--- config.mk ---
export PLATFORM = sky130hd
export DESIGN_NAME = irq_expand
export DESIGN_NICKNAME = d
export VERILOG_FILES = /design/src/hdl/pending_flag.v /design/src/hdl/irq_expand.v
export VERILOG_INCLUDE_DIRS = /design/src /design/src/hdl
export SDC_FILE = /design/constraint.sdc
export NUM_CORES = 1
export LEC_CHECK = 0
export BUFFER_PORTS_ARGS = -buffer_cell sky130_fd_sc_hd__buf_2
export CAP_MARGIN = 20
export CORE_MARGIN = 4
export CORE_UTILIZATION = 51
export CTS_CLUSTER_SIZE = 14
export DETAILED_ROUTE_END_ITERATION = 7
export GPL_ROUTABILITY_DRIVEN = 0
export GPL_TIMING_DRIVEN = 0
export PLACE_DENSITY_LB_ADDON = 0.2
export SLEW_MARGIN = 20
export SYNTH_ARGS = -nofsm -noshare
export SYNTH_HDL_FRONTEND = slang
export SYNTH_SLANG_ARGS = --single-unit
--- constraint.sdc ---
create_clock -name i_sys_clk -period 4.1 [get_ports i_sys_clk]
set_input_delay 0.205 -clock i_sys_clk [delete_from_list [all_inputs] [get_ports i_sys_clk]]
set_output_delay 0.205 -clock i_sys_clk [all_outputs]
set_load 0.01 [all_outputs]
--- src/hdl/irq_expand_defs.vh ---
`ifndef IRQ_EXPAND_DEFS_VH
`define IRQ_EXPAND_DEFS_VH

// Core vector locations
`define VEC_RESET        16'h0000
`define VEC_CORE_ONE     16'h0002
`define VEC_CORE_TWO     16'h0004
`define VEC_SOFT_NMI     16'h0024

// Request register bit positions, register 0
`define POS_PROT_A       0
`define POS_CONV_DONE    1
`define POS_EXT_A        2
`define POS_EXT_B        3
`define POS_SYNC_SER     4
`define POS_ASYNC_RX     5
`define POS_ASYNC_TX     6
`define POS_BUS_MBOX     7
`define POS_BUS_ERR      8
`define POS_CMP_1        9
`define POS_CMP_2        10
`define POS_CMP_3        11
`define POS_TA_PER       12
`define POS_TA_CMP       13
`define POS_TA_UND       14
`define POS_TA_OVF       15
// Register 2
`define POS_PROT_B       0
`define POS_CMP_4        1
`define POS_CMP_5        2
`define POS_CMP_6        3
`define POS_TC_PER       4
`define POS_TC_CMP       5
`define POS_TC_UND       6
`define POS_TC_OVF       7

// Source vector codes
`define SVC_NONE         16'h0000
`define SVC_PROT_A       16'h0020
`define SVC_PROT_B       16'h0019
`define SVC_CONV_DONE    16'h0004
`define SVC_EXT_A        16'h0001
`define SVC_EXT_B        16'h0011
`define SVC_SYNC_SER     16'h0005
`define SVC_ASYNC_RX     16'h0006
`define SVC_ASYNC_TX     16'h0007
`define SVC_BUS_MBOX     16'h0040
`define SVC_BUS_ERR      16'h0041
`define SVC_CMP_1        16'h0021
`define SVC_CMP_2        16'h0022
`define SVC_CMP_3        16'h0023
`define SVC_TA_PER       16'h0027
`define SVC_TA_CMP       16'h0028
`define SVC_TA_UND       16'h0029
`define SVC_TA_OVF       16'h002a
`define SVC_CMP_4        16'h0024
`define SVC_CMP_5        16'h0025
`define SVC_CMP_6        16'h0026
`define SVC_TC_PER       16'h002f
`define SVC_TC_CMP       16'h0030
`define SVC_TC_UND       16'h0031
`define SVC_TC_OVF       16'h0032

`define REQ_WIDTH        16
`define VEC_WIDTH        16

`endif

--- src/hdl/pending_flag.v ---
`timescale 1ns/1ps
`default_nettype none

module pending_flag (
	// Clock and reset
	input  wire i_sys_clk,
	input  wire i_reset,
	// Event and clear
	input  wire i_set,
	input  wire i_clear,
	// State
	output reg  o_pending
);

	// Set wins over a clear in the same cycle
	always @(posedge i_sys_clk or posedge i_reset) begin
		if (i_reset) begin
			o_pending <= 1'b0;
		end else if (i_set) begin
			o_pending <= 1'b1;
		end else if (i_clear) begin
			o_pending <= 1'b0;
		end
	end

endmodule // pending_flag

`default_nettype wire

--- src/hdl/irq_expand.v ---
`timescale 1ns/1ps
`default_nettype none
`include "irq_expand_defs.vh"

module irq_expand #(
	parameter HAS_SECOND_EVENT_MANAGER = 1,
	parameter HAS_BUS_CTRL             = 1,
	parameter HAS_SYNC_SERIAL          = 1,
	parameter HAS_ASYNC_SERIAL         = 1
) (
	// Clock and reset
	input  wire                     i_sys_clk,
	input  wire                     i_reset,
	// Reset sources
	input  wire                     i_reset_pin,
	input  wire                     i_watchdog_expired,
	// Software unmaskable trigger
	input  wire                     i_soft_nmi_instr,
	// Source requests, one-cycle pulses
	input  wire                     i_prot_a_req,
	input  wire                     i_prot_b_req,
	input  wire                     i_converter_done_req,
	input  wire                     i_ext_pin_req_a,
	input  wire                     i_ext_pin_req_b,
	input  wire                     i_sync_serial_req,
	input  wire                     i_async_receive_req,
	input  wire                     i_async_transmit_req,
	input  wire                     i_bus_mailbox_req,
	input  wire                     i_bus_error_req,
	input  wire [2:0]               i_compare_a_req,
	input  wire                     i_timer_a_period_req,
	input  wire                     i_timer_a_compare_req,
	input  wire                     i_timer_a_underflow_req,
	input  wire                     i_timer_a_overflow_req,
	input  wire [2:0]               i_compare_c_req,
	input  wire                     i_timer_c_period_req,
	input  wire                     i_timer_c_compare_req,
	input  wire                     i_timer_c_underflow_req,
	input  wire                     i_timer_c_overflow_req,
	// Priority mode, high when the shared sources use line one
	input  wire                     i_high_priority_mode,
	// Source enables and core masks
	input  wire [`REQ_WIDTH-1:0]    i_enable_reg0,
	input  wire [`REQ_WIDTH-1:0]    i_enable_reg2,
	input  wire                     i_core_mask_one,
	input  wire                     i_core_mask_two,
	// Core acknowledge of a line, one-cycle pulse
	input  wire                     i_core_ack_one,
	input  wire                     i_core_ack_two,
	// To the core
	output reg                      o_core_reset,
	output reg                      o_core_nmi,
	output reg                      o_core_line_one,
	output reg                      o_core_line_two,
	output reg  [`VEC_WIDTH-1:0]    o_core_vector,
	output reg  [`VEC_WIDTH-1:0]    o_source_vector_code_one,
	output reg  [`VEC_WIDTH-1:0]    o_source_vector_code_two,
	output reg  [`REQ_WIDTH-1:0]    o_pending_request_reg0,
	output reg  [`REQ_WIDTH-1:0]    o_pending_request_reg2
);

	////////////////////////////////////////////////////////////////////////
	// Source gating and pending flags

	wire hp = i_high_priority_mode;
	wire has_b = (HAS_SECOND_EVENT_MANAGER != 0);
	wire has_can = (HAS_BUS_CTRL != 0);
	wire has_spi = (HAS_SYNC_SERIAL != 0);
	wire has_sci = (HAS_ASYNC_SERIAL != 0);

	reg  [`REQ_WIDTH-1:0] set0;
	reg  [`REQ_WIDTH-1:0] set2;
	wire [`REQ_WIDTH-1:0] pend0;
	wire [`REQ_WIDTH-1:0] pend2;
	reg  [`REQ_WIDTH-1:0] next_ack0;
	reg  [`REQ_WIDTH-1:0] next_ack2;
	reg  [`REQ_WIDTH-1:0] request_acknowledge_reg0;
	reg  [`REQ_WIDTH-1:0] request_acknowledge_reg2;

	// Low-priority routes of shared sources live on other lines, not here
	always @* begin
		set0 = {`REQ_WIDTH{1'b0}};
		set2 = {`REQ_WIDTH{1'b0}};
		set0[`POS_PROT_A]    = i_prot_a_req;
		set0[`POS_CONV_DONE] = hp & i_converter_done_req;
		set0[`POS_EXT_A]     = hp & i_ext_pin_req_a;
		set0[`POS_EXT_B]     = hp & i_ext_pin_req_b;
		set0[`POS_SYNC_SER]  = hp & has_spi & i_sync_serial_req;
		set0[`POS_ASYNC_RX]  = hp & has_sci & i_async_receive_req;
		set0[`POS_ASYNC_TX]  = hp & has_sci & i_async_transmit_req;
		set0[`POS_BUS_MBOX]  = hp & has_can & i_bus_mailbox_req;
		set0[`POS_BUS_ERR]   = hp & has_can & i_bus_error_req;
		set0[`POS_CMP_1]     = i_compare_a_req[0];
		set0[`POS_CMP_2]     = i_compare_a_req[1];
		set0[`POS_CMP_3]     = i_compare_a_req[2];
		set0[`POS_TA_PER]    = i_timer_a_period_req;
		set0[`POS_TA_CMP]    = i_timer_a_compare_req;
		set0[`POS_TA_UND]    = i_timer_a_underflow_req;
		set0[`POS_TA_OVF]    = i_timer_a_overflow_req;
		set2[`POS_PROT_B]    = has_b & i_prot_b_req;
		set2[`POS_CMP_4]     = has_b & i_compare_c_req[0];
		set2[`POS_CMP_5]     = has_b & i_compare_c_req[1];
		set2[`POS_CMP_6]     = has_b & i_compare_c_req[2];
		set2[`POS_TC_PER]    = has_b & i_timer_c_period_req;
		set2[`POS_TC_CMP]    = has_b & i_timer_c_compare_req;
		set2[`POS_TC_UND]    = has_b & i_timer_c_underflow_req;
		set2[`POS_TC_OVF]    = has_b & i_timer_c_overflow_req;
	end

	genvar g;
	generate
		for (g = 0; g < `REQ_WIDTH; g = g + 1) begin : g_flag
			pending_flag u_flag0 (
				.i_sys_clk (i_sys_clk),
				.i_reset   (i_reset),
				.i_set     (set0[g]),
				.i_clear   (request_acknowledge_reg0[g]),
				.o_pending (pend0[g])
			);
			pending_flag u_flag2 (
				.i_sys_clk (i_sys_clk),
				.i_reset   (i_reset),
				.i_set     (set2[g]),
				.i_clear   (request_acknowledge_reg2[g]),
				.o_pending (pend2[g])
			);
		end
	endgenerate

	////////////////////////////////////////////////////////////////////////
	// Priority resolve per core line

	wire [`REQ_WIDTH-1:0] live0 = pend0 & i_enable_reg0;
	wire [`REQ_WIDTH-1:0] live2 = pend2 & i_enable_reg2;

	// Line one carries 0.0..0.8 and 2.0; line two 0.9..0.15 and 2.1..2.7
	wire line1_any = (|live0[`POS_BUS_ERR:`POS_PROT_A]) | live2[`POS_PROT_B];
	wire line2_any = (|live0[`POS_TA_OVF:`POS_CMP_1]) | (|live2[`POS_TC_OVF:`POS_CMP_4]);

	reg [`VEC_WIDTH-1:0] next_code1;
	reg [`VEC_WIDTH-1:0] next_code2;

	// Fixed order follows the overall priority numbers
	always @* begin
		next_ack0 = {`REQ_WIDTH{1'b0}};
		next_ack2 = {`REQ_WIDTH{1'b0}};
		next_code1 = `SVC_NONE;
		if (live0[`POS_PROT_A]) begin
			next_code1 = `SVC_PROT_A;
			next_ack0[`POS_PROT_A] = i_core_ack_one;
		end else if (live2[`POS_PROT_B]) begin
			next_code1 = `SVC_PROT_B;
			next_ack2[`POS_PROT_B] = i_core_ack_one;
		end else if (live0[`POS_CONV_DONE]) begin
			next_code1 = `SVC_CONV_DONE;
			next_ack0[`POS_CONV_DONE] = i_core_ack_one;
		end else if (live0[`POS_EXT_A]) begin
			next_code1 = `SVC_EXT_A;
			next_ack0[`POS_EXT_A] = i_core_ack_one;
		end else if (live0[`POS_EXT_B]) begin
			next_code1 = `SVC_EXT_B;
			next_ack0[`POS_EXT_B] = i_core_ack_one;
		end else if (live0[`POS_SYNC_SER]) begin
			next_code1 = `SVC_SYNC_SER;
			next_ack0[`POS_SYNC_SER] = i_core_ack_one;
		end else if (live0[`POS_ASYNC_RX]) begin
			next_code1 = `SVC_ASYNC_RX;
			next_ack0[`POS_ASYNC_RX] = i_core_ack_one;
		end else if (live0[`POS_ASYNC_TX]) begin
			next_code1 = `SVC_ASYNC_TX;
			next_ack0[`POS_ASYNC_TX] = i_core_ack_one;
		end else if (live0[`POS_BUS_MBOX]) begin
			next_code1 = `SVC_BUS_MBOX;
			next_ack0[`POS_BUS_MBOX] = i_core_ack_one;
		end else if (live0[`POS_BUS_ERR]) begin
			next_code1 = `SVC_BUS_ERR;
			next_ack0[`POS_BUS_ERR] = i_core_ack_one;
		end
		next_code2 = `SVC_NONE;
		if (live0[`POS_CMP_1]) begin
			next_code2 = `SVC_CMP_1;
			next_ack0[`POS_CMP_1] = i_core_ack_two;
		end else if (live0[`POS_CMP_2]) begin
			next_code2 = `SVC_CMP_2;
			next_ack0[`POS_CMP_2] = i_core_ack_two;
		end else if (live0[`POS_CMP_3]) begin
			next_code2 = `SVC_CMP_3;
			next_ack0[`POS_CMP_3] = i_core_ack_two;
		end else if (live0[`POS_TA_PER]) begin
			next_code2 = `SVC_TA_PER;
			next_ack0[`POS_TA_PER] = i_core_ack_two;
		end else if (live0[`POS_TA_CMP]) begin
			next_code2 = `SVC_TA_CMP;
			next_ack0[`POS_TA_CMP] = i_core_ack_two;
		end else if (live0[`POS_TA_UND]) begin
			next_code2 = `SVC_TA_UND;
			next_ack0[`POS_TA_UND] = i_core_ack_two;
		end else if (live0[`POS_TA_OVF]) begin
			next_code2 = `SVC_TA_OVF;
			next_ack0[`POS_TA_OVF] = i_core_ack_two;
		end else if (live2[`POS_CMP_4]) begin
			next_code2 = `SVC_CMP_4;
			next_ack2[`POS_CMP_4] = i_core_ack_two;
		end else if (live2[`POS_CMP_5]) begin
			next_code2 = `SVC_CMP_5;
			next_ack2[`POS_CMP_5] = i_core_ack_two;
		end else if (live2[`POS_CMP_6]) begin
			next_code2 = `SVC_CMP_6;
			next_ack2[`POS_CMP_6] = i_core_ack_two;
		end else if (live2[`POS_TC_PER]) begin
			next_code2 = `SVC_TC_PER;
			next_ack2[`POS_TC_PER] = i_core_ack_two;
		end else if (live2[`POS_TC_CMP]) begin
			next_code2 = `SVC_TC_CMP;
			next_ack2[`POS_TC_CMP] = i_core_ack_two;
		end else if (live2[`POS_TC_UND]) begin
			next_code2 = `SVC_TC_UND;
			next_ack2[`POS_TC_UND] = i_core_ack_two;
		end else if (live2[`POS_TC_OVF]) begin
			next_code2 = `SVC_TC_OVF;
			next_ack2[`POS_TC_OVF] = i_core_ack_two;
		end
	end

	////////////////////////////////////////////////////////////////////////
	// Core-facing registers

	reg [`VEC_WIDTH-1:0] next_vector;

	// Reset outranks the soft unmaskable, which outranks the lines
	always @* begin
		next_vector = `VEC_CORE_TWO;
		if (i_reset_pin | i_watchdog_expired) begin
			next_vector = `VEC_RESET;
		end else if (i_soft_nmi_instr) begin
			next_vector = `VEC_SOFT_NMI;
		end else if (line1_any & i_core_mask_one) begin
			next_vector = `VEC_CORE_ONE;
		end else if (line2_any & i_core_mask_two) begin
			next_vector = `VEC_CORE_TWO;
		end else begin
			next_vector = o_core_vector;
		end
	end

	always @(posedge i_sys_clk or posedge i_reset) begin
		if (i_reset) begin
			o_core_reset             <= 1'b0;
			o_core_nmi               <= 1'b0;
			o_core_line_one          <= 1'b0;
			o_core_line_two          <= 1'b0;
			o_core_vector            <= `VEC_RESET;
			o_source_vector_code_one <= `SVC_NONE;
			o_source_vector_code_two <= `SVC_NONE;
			o_pending_request_reg0   <= {`REQ_WIDTH{1'b0}};
			o_pending_request_reg2   <= {`REQ_WIDTH{1'b0}};
			request_acknowledge_reg0 <= {`REQ_WIDTH{1'b0}};
			request_acknowledge_reg2 <= {`REQ_WIDTH{1'b0}};
		end else begin
			o_core_reset             <= i_reset_pin | i_watchdog_expired;
			// No hardware pin feeds this; only the instruction does
			o_core_nmi               <= i_soft_nmi_instr;
			o_core_line_one          <= line1_any & i_core_mask_one;
			o_core_line_two          <= line2_any & i_core_mask_two;
			o_core_vector            <= next_vector;
			o_source_vector_code_one <= next_code1;
			o_source_vector_code_two <= next_code2;
			o_pending_request_reg0   <= pend0;
			o_pending_request_reg2   <= pend2;
			request_acknowledge_reg0 <= next_ack0;
			request_acknowledge_reg2 <= next_ack2;
		end
	end

endmodule // irq_expand

`default_nettype wire

[Yosys cells after proc, flatten, opt, wreduce, memory -nomap -nowiden]
Cells that the tools add are included.
Cells by class
  mux-type cells: 129
  bitwise gates (word level): 15
  reductions and logical operators: 28
Operator list (count)
  2-to-1 mux 7 bit: 18
  2-to-1 mux 6 bit: 17
  2-to-1 mux 1 bit: 76
  2-to-1 mux 16 bit: 4
  nonzero test 2 bit: 24
  bitwise AND 16 bit: 1
  2-to-1 mux 8 bit: 2
  2-to-1 mux 5 bit: 3
  OR reduction 7 bit: 2
  2-to-1 mux 4 bit: 3
  bitwise AND 1 bit: 10
  2-to-1 mux 3 bit: 3
  OR reduction 9 bit: 1
  bitwise AND 8 bit: 1
  2-to-1 mux 2 bit: 3
  nonzero test 4 bit: 1
  OR 1 bit: 3
Storage, ports and cells
  register bits after elaboration: 124
  input bits: 66
  output and inout port bits: 84
  logic and storage cells: 207

[Depth between registers and ports, before layout]
Gate-level depths: netlist of run 1.
  depth in word-level cells: 15
  depth in mapped cells: 6
  depth with buffers taken out: 6

[Cells and area by module]
From an unflattened synthesis of run 1, not the netlist that was laid out.
Second synthesis, totals
  cells, all modules: 368
  area, all modules: 4140.2 µm²
By module, submodules not included
  irq_expand: instances 1, cells an instance 240, area an instance 2859.0 µm², sequential area each 1901.8 µm²
  pending_flag: instances 32, cells an instance 4, area an instance 40.0 µm², sequential area each 25.0 µm²

[Least setup slack after synthesis of run 1]
OpenSTA, ideal clock, no wires.
  path type: register to register
  start: register g_flag[15].u_flag0.o_pending
  end: register o_core_vector[1]
  setup time: 0.080 ns
  arrival: 1.491 ns
  required time: 4.020 ns
  setup slack: 2.529 ns
  stages on the path, launching flop included: 6
  path buffers: 0
  period minus slack after synthesis: 1.571 ns
  cells stage by stage: dfrtp_1 a222oi_1 nand4_1 o21ai_2 a21oi_1 nor3_2
Between the ends
  cells in the longest elaborated chain, start to end: 5
RTL lines
  start: declaration: RTL line pending_flag.v:12  | output reg o_pending
  start signal: assignment: RTL line pending_flag.v:18  | o_pending <= 1'b0;
  start signal: assignment: RTL line pending_flag.v:20  | o_pending <= 1'b1;
  start signal: assignment: RTL line pending_flag.v:22  | o_pending <= 1'b0;
  bitwise AND 16 bit: RTL line irq_expand.v:133  | wire [`REQ_WIDTH-1:0] live0 = pend0 & i_enable_reg0;
  OR reduction 7 bit: RTL line irq_expand.v:138  | wire line2_any = (|live0[`POS_TA_OVF:`POS_CMP_1]) | (|live2[`POS_TC_OVF:`POS_CMP_4]);
  OR 1 bit: RTL line irq_expand.v:138
  bitwise AND 1 bit: RTL line irq_expand.v:239  | end else if (line2_any & i_core_mask_two) begin
  nonzero test 4 bit (no line)
  end signal: assignment: RTL line irq_expand.v:252  | o_core_vector <= `VEC_RESET;
  end signal: assignment: RTL line irq_expand.v:265  | o_core_vector <= next_vector;
  end: declaration: RTL line irq_expand.v:55  | output reg [`VEC_WIDTH-1:0] o_core_vector,
Every way passes these cells.
A chain may end at the register's enable or synchronous reset.

[Final worst setup path of run 1]
  start: register g_flag[3].u_flag0.o_pending
  end: register o_core_vector[2]
Between the ends
  cells in the longest elaborated chain, start to end: 7
  elaborated cells on any way between the ends: 8
  those cells by class: mux: 3; bitwise: 3; reduce/logical: 2
RTL lines
  start: declaration: RTL line pending_flag.v:12
  start signal: assignment: RTL line pending_flag.v:18
  start signal: assignment: RTL line pending_flag.v:20
  start signal: assignment: RTL line pending_flag.v:22
  bitwise AND 16 bit *: RTL line irq_expand.v:133
  OR reduction 9 bit *: RTL line irq_expand.v:137  | wire line1_any = (|live0[`POS_BUS_ERR:`POS_PROT_A]) | live2[`POS_PROT_B];
  OR 1 bit *: RTL line irq_expand.v:137
  bitwise AND 1 bit *: RTL line irq_expand.v:237  | end else if (line1_any & i_core_mask_one) begin
  2-to-1 mux 16 bit: RTL line irq_expand.v:237
  2-to-1 mux 16 bit: RTL line irq_expand.v:235  | end else if (i_soft_nmi_instr) begin
  2-to-1 mux 16 bit: RTL line irq_expand.v:233  | if (i_reset_pin | i_watchdog_expired) begin
Every way passes the cells marked *; elsewhere a longest branch is shown, timed or not.

==> impl_metrics.toml, run 1 <==
[logic_synthesis]
synthTopCellsByArea = "dfrtp_1 (65%), buf_4 (8.5%), nand2_1 (4.6%), a21o_1 (3.6%), inv_1 (3.3%)"
netlist-cell-type-count = 30
synth_top_area_share_pct = 65.4
syn_area_sq_um = 3520
yosys_warnings = 0
ys_ff_latch = 92
synthesis.instances = 308
yosysTopAreaCell = "dfrtp_1"
synth_area_per_cell_sq_um = 11.4
seq_area_frac_synth_pct = 65.4

[clock_tree]
insertion_delay_ns = 0.34
tritoncts = "done"
clockBufferDepth = 2
cts_setup_buffers = 0
cts_resized = 0
cts.htree.levels = 3
cts_made_buffers = 9
cts.clk_slew.worst_paths_ns = 0.09
cts.sinks = 92
cts_root_buffer = "clkbuf_8"

[timing]
finalSetupViolations = 0
period_share_pct = 47.1
setup_tns_ns = 0
rsz0062_at_grt = "no"
tightest_slew_ns = 0.751
period_needed_ns = 1.93
clock_skew_ns = 0.00798
relSlewSlack_pct = 49.9
maxSlewViolCount = 0
max_clock_freq_mhz = 517
finalHoldViolCount = 0

[placed_design]
dp_cells = 528
hpwl_mm = 5.33
port_buffers = 100

[grt]
grtUsageMet2_pct = 28.7
grt_pass1_wl_mm = 11.3
grt_max_degree = 50
overflow = 0
use_met1_pct = 21.1
first_global_vias = 2503
grt_util_met3_pct = 5.47
gr-usage-all-layers_pct = 17.0
grt.busiest_layer = "met2"
antenna_found_initial = 0

[detailed_routing]
first_pass_iters = 4
drc = 0
wl_mm = 6.99
wire_per_inst_microns = 12.8
viasPerCell = 4.71
drtIter0Drc = 120
ant_nets = 0
dr_total_vias = 2565

[min_path]
hold_class = "input port to flip-flop"

[floorplanning]
core.rowCount = 30
ios = 150
die_h_microns = 91.1
start_util_pct = 52.1
die_w_microns = 91.1
dieArea_sq_um = 8300
core-area_sq_um = 6760

[final_layout]
fin_nets = 526
mostFrequentLayoutCells = "buf_2 (100), dfrtp_1 (92), nand2_1 (43)"
mostFrequentLayoutCell = "buf_2"
syn2layout_area_growth_pct = 26.9
n_antenna_cell = 0
layout.cells.non_filler = 545
drive_gt1_share_pct = 34.6

[critical_path]
cp_max_fo = 5
r2r_slack_ns = 2.17
crit_type = "flip-flop to flip-flop"
endpoint_kind = "flip-flop"
cp-start-kind = "flip-flop"
required_ns = 4.34
arrival_ns = 2.17

[pwr]
p_int_mw = 1.24
leakagePower_nw = 2.26
cellPowerDensity_nw_per_um2 = 373
clkPwrFrac_pct = 31.4
swShare_pct = 25.6
p_switching_mw = 0.427
comb_power_share_pct = 11.4
seq_power_share_pct = 57.2
peakVddDrop_mv = 0.180

[run_status]
outcome = "complete, no violations"

[job]
drv_cap = 0
[Yosys cell counts]
library cell  number
a21oi_1            4
conb_1             1
a21o_2             1
o21ai_2            1
and2_1             2
and4_1             3
nor3_1             4
and3_1             3
nor3b_1            6
o21ai_0           13
nand4_1            5
nand3_1            7
nor2_1            13
or2_2              1
inv_1             31
a31oi_1            2
a32oi_1            2
a21o_1            17
buf_4             40
a22oi_1            6
a222oi_1           3
a22o_1             1
o21ai_1            1
dfrtp_1           92
a21boi_0           2
a211oi_1           1
nor3_2             1
nand4b_1           1
clkbuf_1           1
nand2_1           43
[critical path, stage by stage, from the launching register on]
cell,delay [ns]
dfrtp_1,0.44
a222oi_1,0.59
nand4b_1,0.22
o21ai_1,0.28
nor2_1,0.07
a211oi_1,0.25
[through the flow]
stage / utilization (%) / area, sq um / hold slack [ns] / worst slack (ns) / power [mW]
after floorplan: - / 3670 / 0.236 / 1.50 / 1.08
after global placement: 63.2 / 4270 / 0.379 / 0.539 / 1.15
after detailed placement: 63.5 / 4290 / 0.329 / 2.17 / 1.16
after CTS: 66.2 / 4470 / 0.00710 / 2.15 / 1.68
after global routing: 66.2 / 4470 / 0.0124 / 1.98 / 1.75
final: 66.2 / 4470 / 0.0256 / 2.17 / 1.67
[path summary, 6_finish.rpt]
path,start,end,cells after the start
setup / recovery,g_flag[3].u_flag0.o_pending,o_core_vector[2],5
hold / removal,i_soft_nmi_instr,o_core_nmi,1
setup reg to reg,g_flag[3].u_flag0.o_pending,o_core_vector[2],5
hold reg to reg,g_flag[7].u_flag0.o_pending,o_pending_request_reg0[7],0
max in group asynchronous,i_reset,g_flag[10].u_flag0.o_pending,4
min in group asynchronous,i_reset,o_pending_request_reg0[7],3
[power by group through the flow]
| stage | sequential [mW] | combinational, mW | clock [mW] |
|---|---|---|---|
| after CTS | 0.953 | 0.191 | 0.540 |
| after detailed placement | 0.970 | 0.189 | 0 |
| after global placement | 0.970 | 0.183 | 0 |
| after global routing | 0.957 | 0.213 | 0.576 |
| after floorplan | 0.978 | 0.106 | 0 |
| final | 0.953 | 0.190 | 0.522 |
[area by class of cell]
type	count	area [sq um]
clock inverters	6	41.3
fillers	550	2290
clock buffers	10	128
multi-input cells	183	946
plain buffers	41	304
flip-flops and latches	92	2300
inverters	31	119
well taps	80	100
repair buffers	102	531
[state kept, by name (all words and copies together), names as in the netlist, 3 cells and up]
signal                    flops
o_core_vector                 3
o_source_vector_code_one      7
g_flag.u_flag2.o_pending      8
o_source_vector_code_two      6
request_acknowledge_reg2      8
o_pending_request_reg2        8
o_pending_request_reg0       16
request_acknowledge_reg0     16
g_flag.u_flag0.o_pending     16
[per-layer routing]
| layer | part of all wire, % | up-vias |
|---|---|---|
| met1 | 41 | 1213 |
| met2 | 51 | 97 |
| met5 | 0 | - |
| li1 | - | 1248 |
| met4 | 0.80 | 0 |
| met3 | 7.3 | 7 |
[cells by family after synthesis]
kind of cell           share of synthesized area, %
AOI/OAI and AO/OA                              10.6
buffers and inverters                          11.9
DFF                                            65.4
and+or+nand+nor                                12.0
other                                         0.106
[timing repair]
item,CTS,global route
hold buffers,1,0
endpoints found under the setup margin,0,0
hold endpoints to repair,48,0
(Power assumes the default switching activity.)
==> inputs of run 2 (changes only) <==
--- a/config.mk
+++ b/config.mk
@@ -9,7 +9,7 @@
 export BUFFER_PORTS_ARGS = -buffer_cell sky130_fd_sc_hd__buf_2
 export CAP_MARGIN = 20
 export CORE_MARGIN = 4
-export CORE_UTILIZATION = 51
+export CORE_UTILIZATION = 43
 export CTS_CLUSTER_SIZE = 14
 export DETAILED_ROUTE_END_ITERATION = 7
 export GPL_ROUTABILITY_DRIVEN = 0
==> constraint.sdc (replaced) <==
create_clock -name i_sys_clk -period 1.6 [get_ports i_sys_clk]
set_input_delay 0.08 -clock i_sys_clk [delete_from_list [all_inputs] [get_ports i_sys_clk]]
set_output_delay 0.08 -clock i_sys_clk [all_outputs]
set_load 0.01 [all_outputs]
==> impl_metrics.toml, run 2 (same netlist as run 1, synthesis figures left out) <==
[run_status]
violations = "setup timing"
outcome = "finished with violations"

[clock_tree]
cts_made_buffers = 9
insertion_delay_ns = 0.35
tritoncts = "done"
cts.clk_slew.worst_paths_ns = 0.09
cts.sinks = 92
cts.htree.levels = 3
clockBufferDepth = 2
cts_root_buffer = "clkbuf_8"

[final_layout]
filler_cell_count = 648
syn2layout_area_growth_pct = 44.0
mostFrequentLayoutCell = "buf_2"
fin_area_sq_um = 5070
n_antenna_cell = 0
reg_top3 = "g_flag.u_flag0.o_pending (16), o_pending_request_reg0 (16), request_acknowledge_reg0 (16)"
mostFrequentLayoutCells = "buf_2 (100), dfrtp_1 (92), buf_4 (48)"
fin_nets = 575
post-route-util_pct = 64.6
drive_gt1_share_pct = 35.8

[detailed_routing]
wl_mm = 8.12
viasPerCell = 4.52
ant_nets = 0
drc = 0
dr_total_vias = 2786
first_pass_iters = 4
wire_per_inst_microns = 13.2
drtIter0Drc = 127

[timing]
tightest_slew_ns = 0.505
timing.final.ws_setup_ns = -0.0954
maxSlewViolCount = 0
rsz0062_at_grt = "yes"
period_share_pct = 106
clock_skew_ns = 0.00892
finalHoldViolCount = 0
fin_worst_hold_slack_ns = 0.0150
relSlewSlack_pct = 66.3
max_clock_freq_mhz = 590
period_needed_ns = 1.70
finalSetupViolations = 4

[floorplanning]
core.rowCount = 32
dieArea_sq_um = 9700
ios = 150
start_util_pct = 44.9
core-area_sq_um = 7850
die_w_microns = 98.5
die_h_microns = 98.5

[grt]
antenna_found_initial = 0
grt_pass1_wl_mm = 13.1
gr-usage-all-layers_pct = 16.8
overflow = 0
grt_max_degree = 34
first_global_vias = 2825

[placed_design]
placedInstanceArea_sq_um = 4380
place_ws_ns = -0.332
hpwl_mm = 5.79
port_buffers = 100

[pwr]
peakVddDrop_mv = 0.783
cellPowerDensity_nw_per_um2 = 887
leakagePower_nw = 2.50
totalPowerFinal_mw = 4.50

[critical_path]
crit_type = "flip-flop to flip-flop"
crit_chain = "a222oi_1, buf_4, nand4_1, o21ai_4, a31oi_1, nor2_1"
cp_max_fo = 5
arrival_ns = 1.98
cp_num_buf_inv = 1
required_ns = 1.88
slowest_stage = "dfrtp_1"
cpLargestDelayFamily = "compound AO/OA/AOI/OAI gates"
endpoint_kind = "flip-flop"
max_stage_delay_ns = 0.43
cp-start-kind = "flip-flop"

[min_path]
hold_class = "input port to flip-flop"

[job]
drv_cap = 0
## run 2: stage by stage
step | std cells | setup TNS, ns
2_1_floorplan | 347 | 0
3_3_place_gp | 549 | -16.15
3_5_place_dp | 552 | -2.14
4_1_cts | 611 | -0.204
5_1_grt | 616 | -0.770
6_report | 616 | -0.287
## run 2: report_power, final
group	leakage, nW	internal, mW	switching (mW)
logic	1.39	0.302	0.310
clock network	0.0893	0.618	0.829
registers	1.01	2.40	0.0386
total	2.50	3.32	1.18
## run 2: cell type report
type                       count  area (sq um)  area share, %
inverter                      31           120           2.37
clock inverter                 6          46.3          0.913
clock buffer                  10           138           2.71
multi-input combinational    183           998           19.7
tap                          102           128           2.52
buffer                        41           304           5.99
sequential                    92          2300           45.4
timing repair buffer         151          1040           20.4
## run 2: timing repair
action,4_1_cts,5_1_grt
setup buffers,4,4
endpoints found under the hold margin,54,2
resized for setup,5,8
endpoints found under the setup margin,15,9
hold buffers,39,1
pin swaps,6,10
## run 2: path summary, 6_finish.rpt
check | end | start | slack (ns) | depth (start not counted)
min | request_acknowledge_reg0[1] | i_enable_reg0[1] | 0.01 | 2
max reg2reg | o_core_vector[5] | g_flag[14].u_flag0.o_pending | -0.1 | 6
max in group asynchronous | o_core_vector[2] | i_reset | 0.65 | 5
min reg2reg | o_pending_request_reg0[7] | g_flag[7].u_flag0.o_pending | 0.41 | 0
min in group asynchronous | o_pending_request_reg0[0] | i_reset | 0.26 | 3
max | o_core_vector[5] | g_flag[14].u_flag0.o_pending | -0.1 | 6
## run 2: routing by layer
| layer | up-vias | wire length (microns) | track usage, % |
|---|---|---|---|
| met4 | 0 | 139 | 5.25 |
| li1 | 1341 | - | - |
| met2 | 117 | 4320 | 30.4 |
| met5 | - | 0 | 0 |
| met3 | 12 | 580 | 5.02 |
| met1 | 1316 | 3080 | 18.9 |
## run 2: worst reg2reg max path, stage by stage, from the launching register on
cell and delay [ns]:
dfrtp_1 0.43, a222oi_1 0.35, buf_4 0.20, nand4_1 0.18
o21ai_4 0.25, a31oi_1 0.11, nor2_1 0.10
==> inputs of run 3 (changes only) <==
--- a/config.mk
+++ b/config.mk
@@ -6,7 +6,7 @@
 export SDC_FILE = /design/constraint.sdc
 export NUM_CORES = 1
 export LEC_CHECK = 0
-export BUFFER_PORTS_ARGS = -buffer_cell sky130_fd_sc_hd__buf_2
+export BUFFER_PORTS_ARGS = -buffer_cell sky130_fd_sc_hd__clkbuf_2
 export CAP_MARGIN = 20
 export CORE_MARGIN = 4
 export CORE_UTILIZATION = 43
==> impl_metrics.toml, run 3 (same netlist as run 1, synthesis figures left out) <==
[critical_path]
cp_max_fo = 3
endpoint_kind = "flip-flop"
crit_chain = "a222oi_1, nand4b_1, o21ai_2, inv_1, a21oi_2, nor3_2"
crit_type = "flip-flop to flip-flop"
arrival_ns = 1.95
cpLargestDelayFamily = "compound AO/OA/AOI/OAI gates"
cp-start-kind = "flip-flop"
cp_num_buf_inv = 1
max_stage_delay_ns = 0.46
slowest_stage = "a222oi_1"
required_ns = 1.85

[pwr]
seq_power_share_pct = 54.8
swShare_pct = 25.5
clkPwrFrac_pct = 31.3
comb_power_share_pct = 13.9
peakVddDrop_mv = 0.599
cellPowerDensity_nw_per_um2 = 871
p_int_mw = 3.32
p_switching_mw = 1.14
leakagePower_nw = 2.56

[placed_design]
port_buffers = 100
hpwl_mm = 5.77

[detailed_routing]
drc = 0
ant_nets = 0
wire_per_inst_microns = 13.0
drtIter0Drc = 72
wl_mm = 8.10
first_pass_iters = 7
dr_total_vias = 2786
viasPerCell = 4.48

[final_layout]
multi_input_area_sq_um = 1000
n_antenna_cell = 0
fin_nets = 581
mostFrequentLayoutCell = "clkbuf_2"
filler_cell_count = 634
post-route-util_pct = 65.3
syn2layout_area_growth_pct = 45.4
reg_top3 = "g_flag.u_flag0.o_pending (16), o_pending_request_reg0 (16), request_acknowledge_reg0 (16)"
mostFrequentLayoutCells = "clkbuf_2 (100), dfrtp_1 (92), buf_4 (52)"
drive_gt1_share_pct = 36.2
register_area_sq_um = 2300

[timing]
period_needed_ns = 1.71
fin_worst_hold_slack_ns = 0.0164
finalHoldViolCount = 0
period_share_pct = 107
finalSetupViolations = 4
timing.final.ws_setup_ns = -0.109
max_clock_freq_mhz = 585
maxSlewViolCount = 0
clock_skew_ns = 0.00807
rsz0062_at_grt = "yes"

[clock_tree]
cts_made_buffers = 9
tritoncts = "done"
cts.sinks = 92
cts.clk_slew.worst_paths_ns = 0.09
insertion_delay_ns = 0.35
cts_root_buffer = "clkbuf_8"
clockBufferDepth = 2
cts.htree.levels = 3

[min_path]
hold_class = "input port to flip-flop"

[floorplanning]
die_w_microns = 98.5
start_util_pct = 44.9
dieArea_sq_um = 9700
ios = 150
core.rowCount = 32
die_h_microns = 98.5
core-area_sq_um = 7850

[grt]
gr-usage-all-layers_pct = 17.1
grt_max_degree = 34
grt_pass1_wl_mm = 13.4
antenna_found_initial = 0
overflow = 0
first_global_vias = 2955

[run_status]
outcome = "finished with violations"
violations = "setup timing"

[job]
drv_cap = 0
==> run 3: cell type report <==
class	count	area share [%]
Buffer	41	5.94
Clock buffer	11	2.76
Clock inverter	5	0.733
Inverter	31	2.35
Multi-Input combinational cell	183	19.6
Sequential cell	92	45.0
Tap cell	102	2.49
Timing Repair Buffer	157	21.2
==> run 3: power groups by stage <==
stage / Combinational [mW] / Sequential [mW] / Clock [mW]
floorplan: 0.273 / 2.51 / 0
global placement: 0.474 / 2.49 / 0
detailed placement: 0.505 / 2.49 / 0
CTS: 0.610 / 2.44 / 1.45
global route: 0.690 / 2.45 / 1.55
finish: 0.621 / 2.44 / 1.40
==> run 3: repair_timing <==
action / CTS / global route
setup endpoints to repair: 15 / 10
resized for setup: 6 / 9
setup buffers: 10 / 2
pin swaps: 9 / 6
hold buffers: 42 / 0
hold endpoints to repair: 57 / 0
==> run 3: layer usage <==
metal | wire [microns] | up-vias | GRT usage (%)
li1 | - | 1350 | -
met1 | 3170 | 1321 | 19.8
met2 | 4280 | 96 | 30.4
met3 | 484 | 19 | 5.17
met4 | 170 | 0 | 5.67
met5 | 0 | - | 0
==> run 3: worst register-to-register path: cells and delay by family (launching register included) <==
kind            cells  cell delay [ns]
simple gates        2             0.28
flops               1             0.41
buf+inv             1             0.10
compound gates      3             0.81
==> run 3: through the flow <==
| stage | setup TNS [ns] | instances | setup slack, ns | total power, mW | area, sq um |
|---|---|---|---|---|---|
| 2_1_floorplan | 0 | 347 | 0.0288 | 2.78 | 3670 |
| 3_3_place_gp | -14.21 | 549 | -0.286 | 2.96 | 4300 |
| 3_5_place_dp | -2.22 | 552 | -0.351 | 2.99 | 4380 |
| 4_1_cts | -0.187 | 620 | -0.0671 | 4.50 | 5070 |
| 5_1_grt | -1.17 | 622 | -0.247 | 4.69 | 5120 |
| 6_report | -0.343 | 622 | -0.109 | 4.46 | 5120 |
==> run 3: final timing paths <==
path / cells after the start / end / slack, ns / startpoint
worst max-delay path: 6 / o_core_vector[1] / -0.11 / g_flag[4].u_flag0.o_pending
worst max register to register: 6 / o_core_vector[1] / -0.11 / g_flag[4].u_flag0.o_pending
min in group asynchronous: 3 / o_pending_request_reg0[2] / 0.27 / i_reset
worst min-delay path: 2 / request_acknowledge_reg0[1] / 0.02 / i_enable_reg0[1]
worst min register to register: 0 / o_pending_request_reg0[7] / 0.41 / g_flag[7].u_flag0.o_pending
max in group asynchronous: 5 / o_core_vector[2] / 0.66 / i_reset
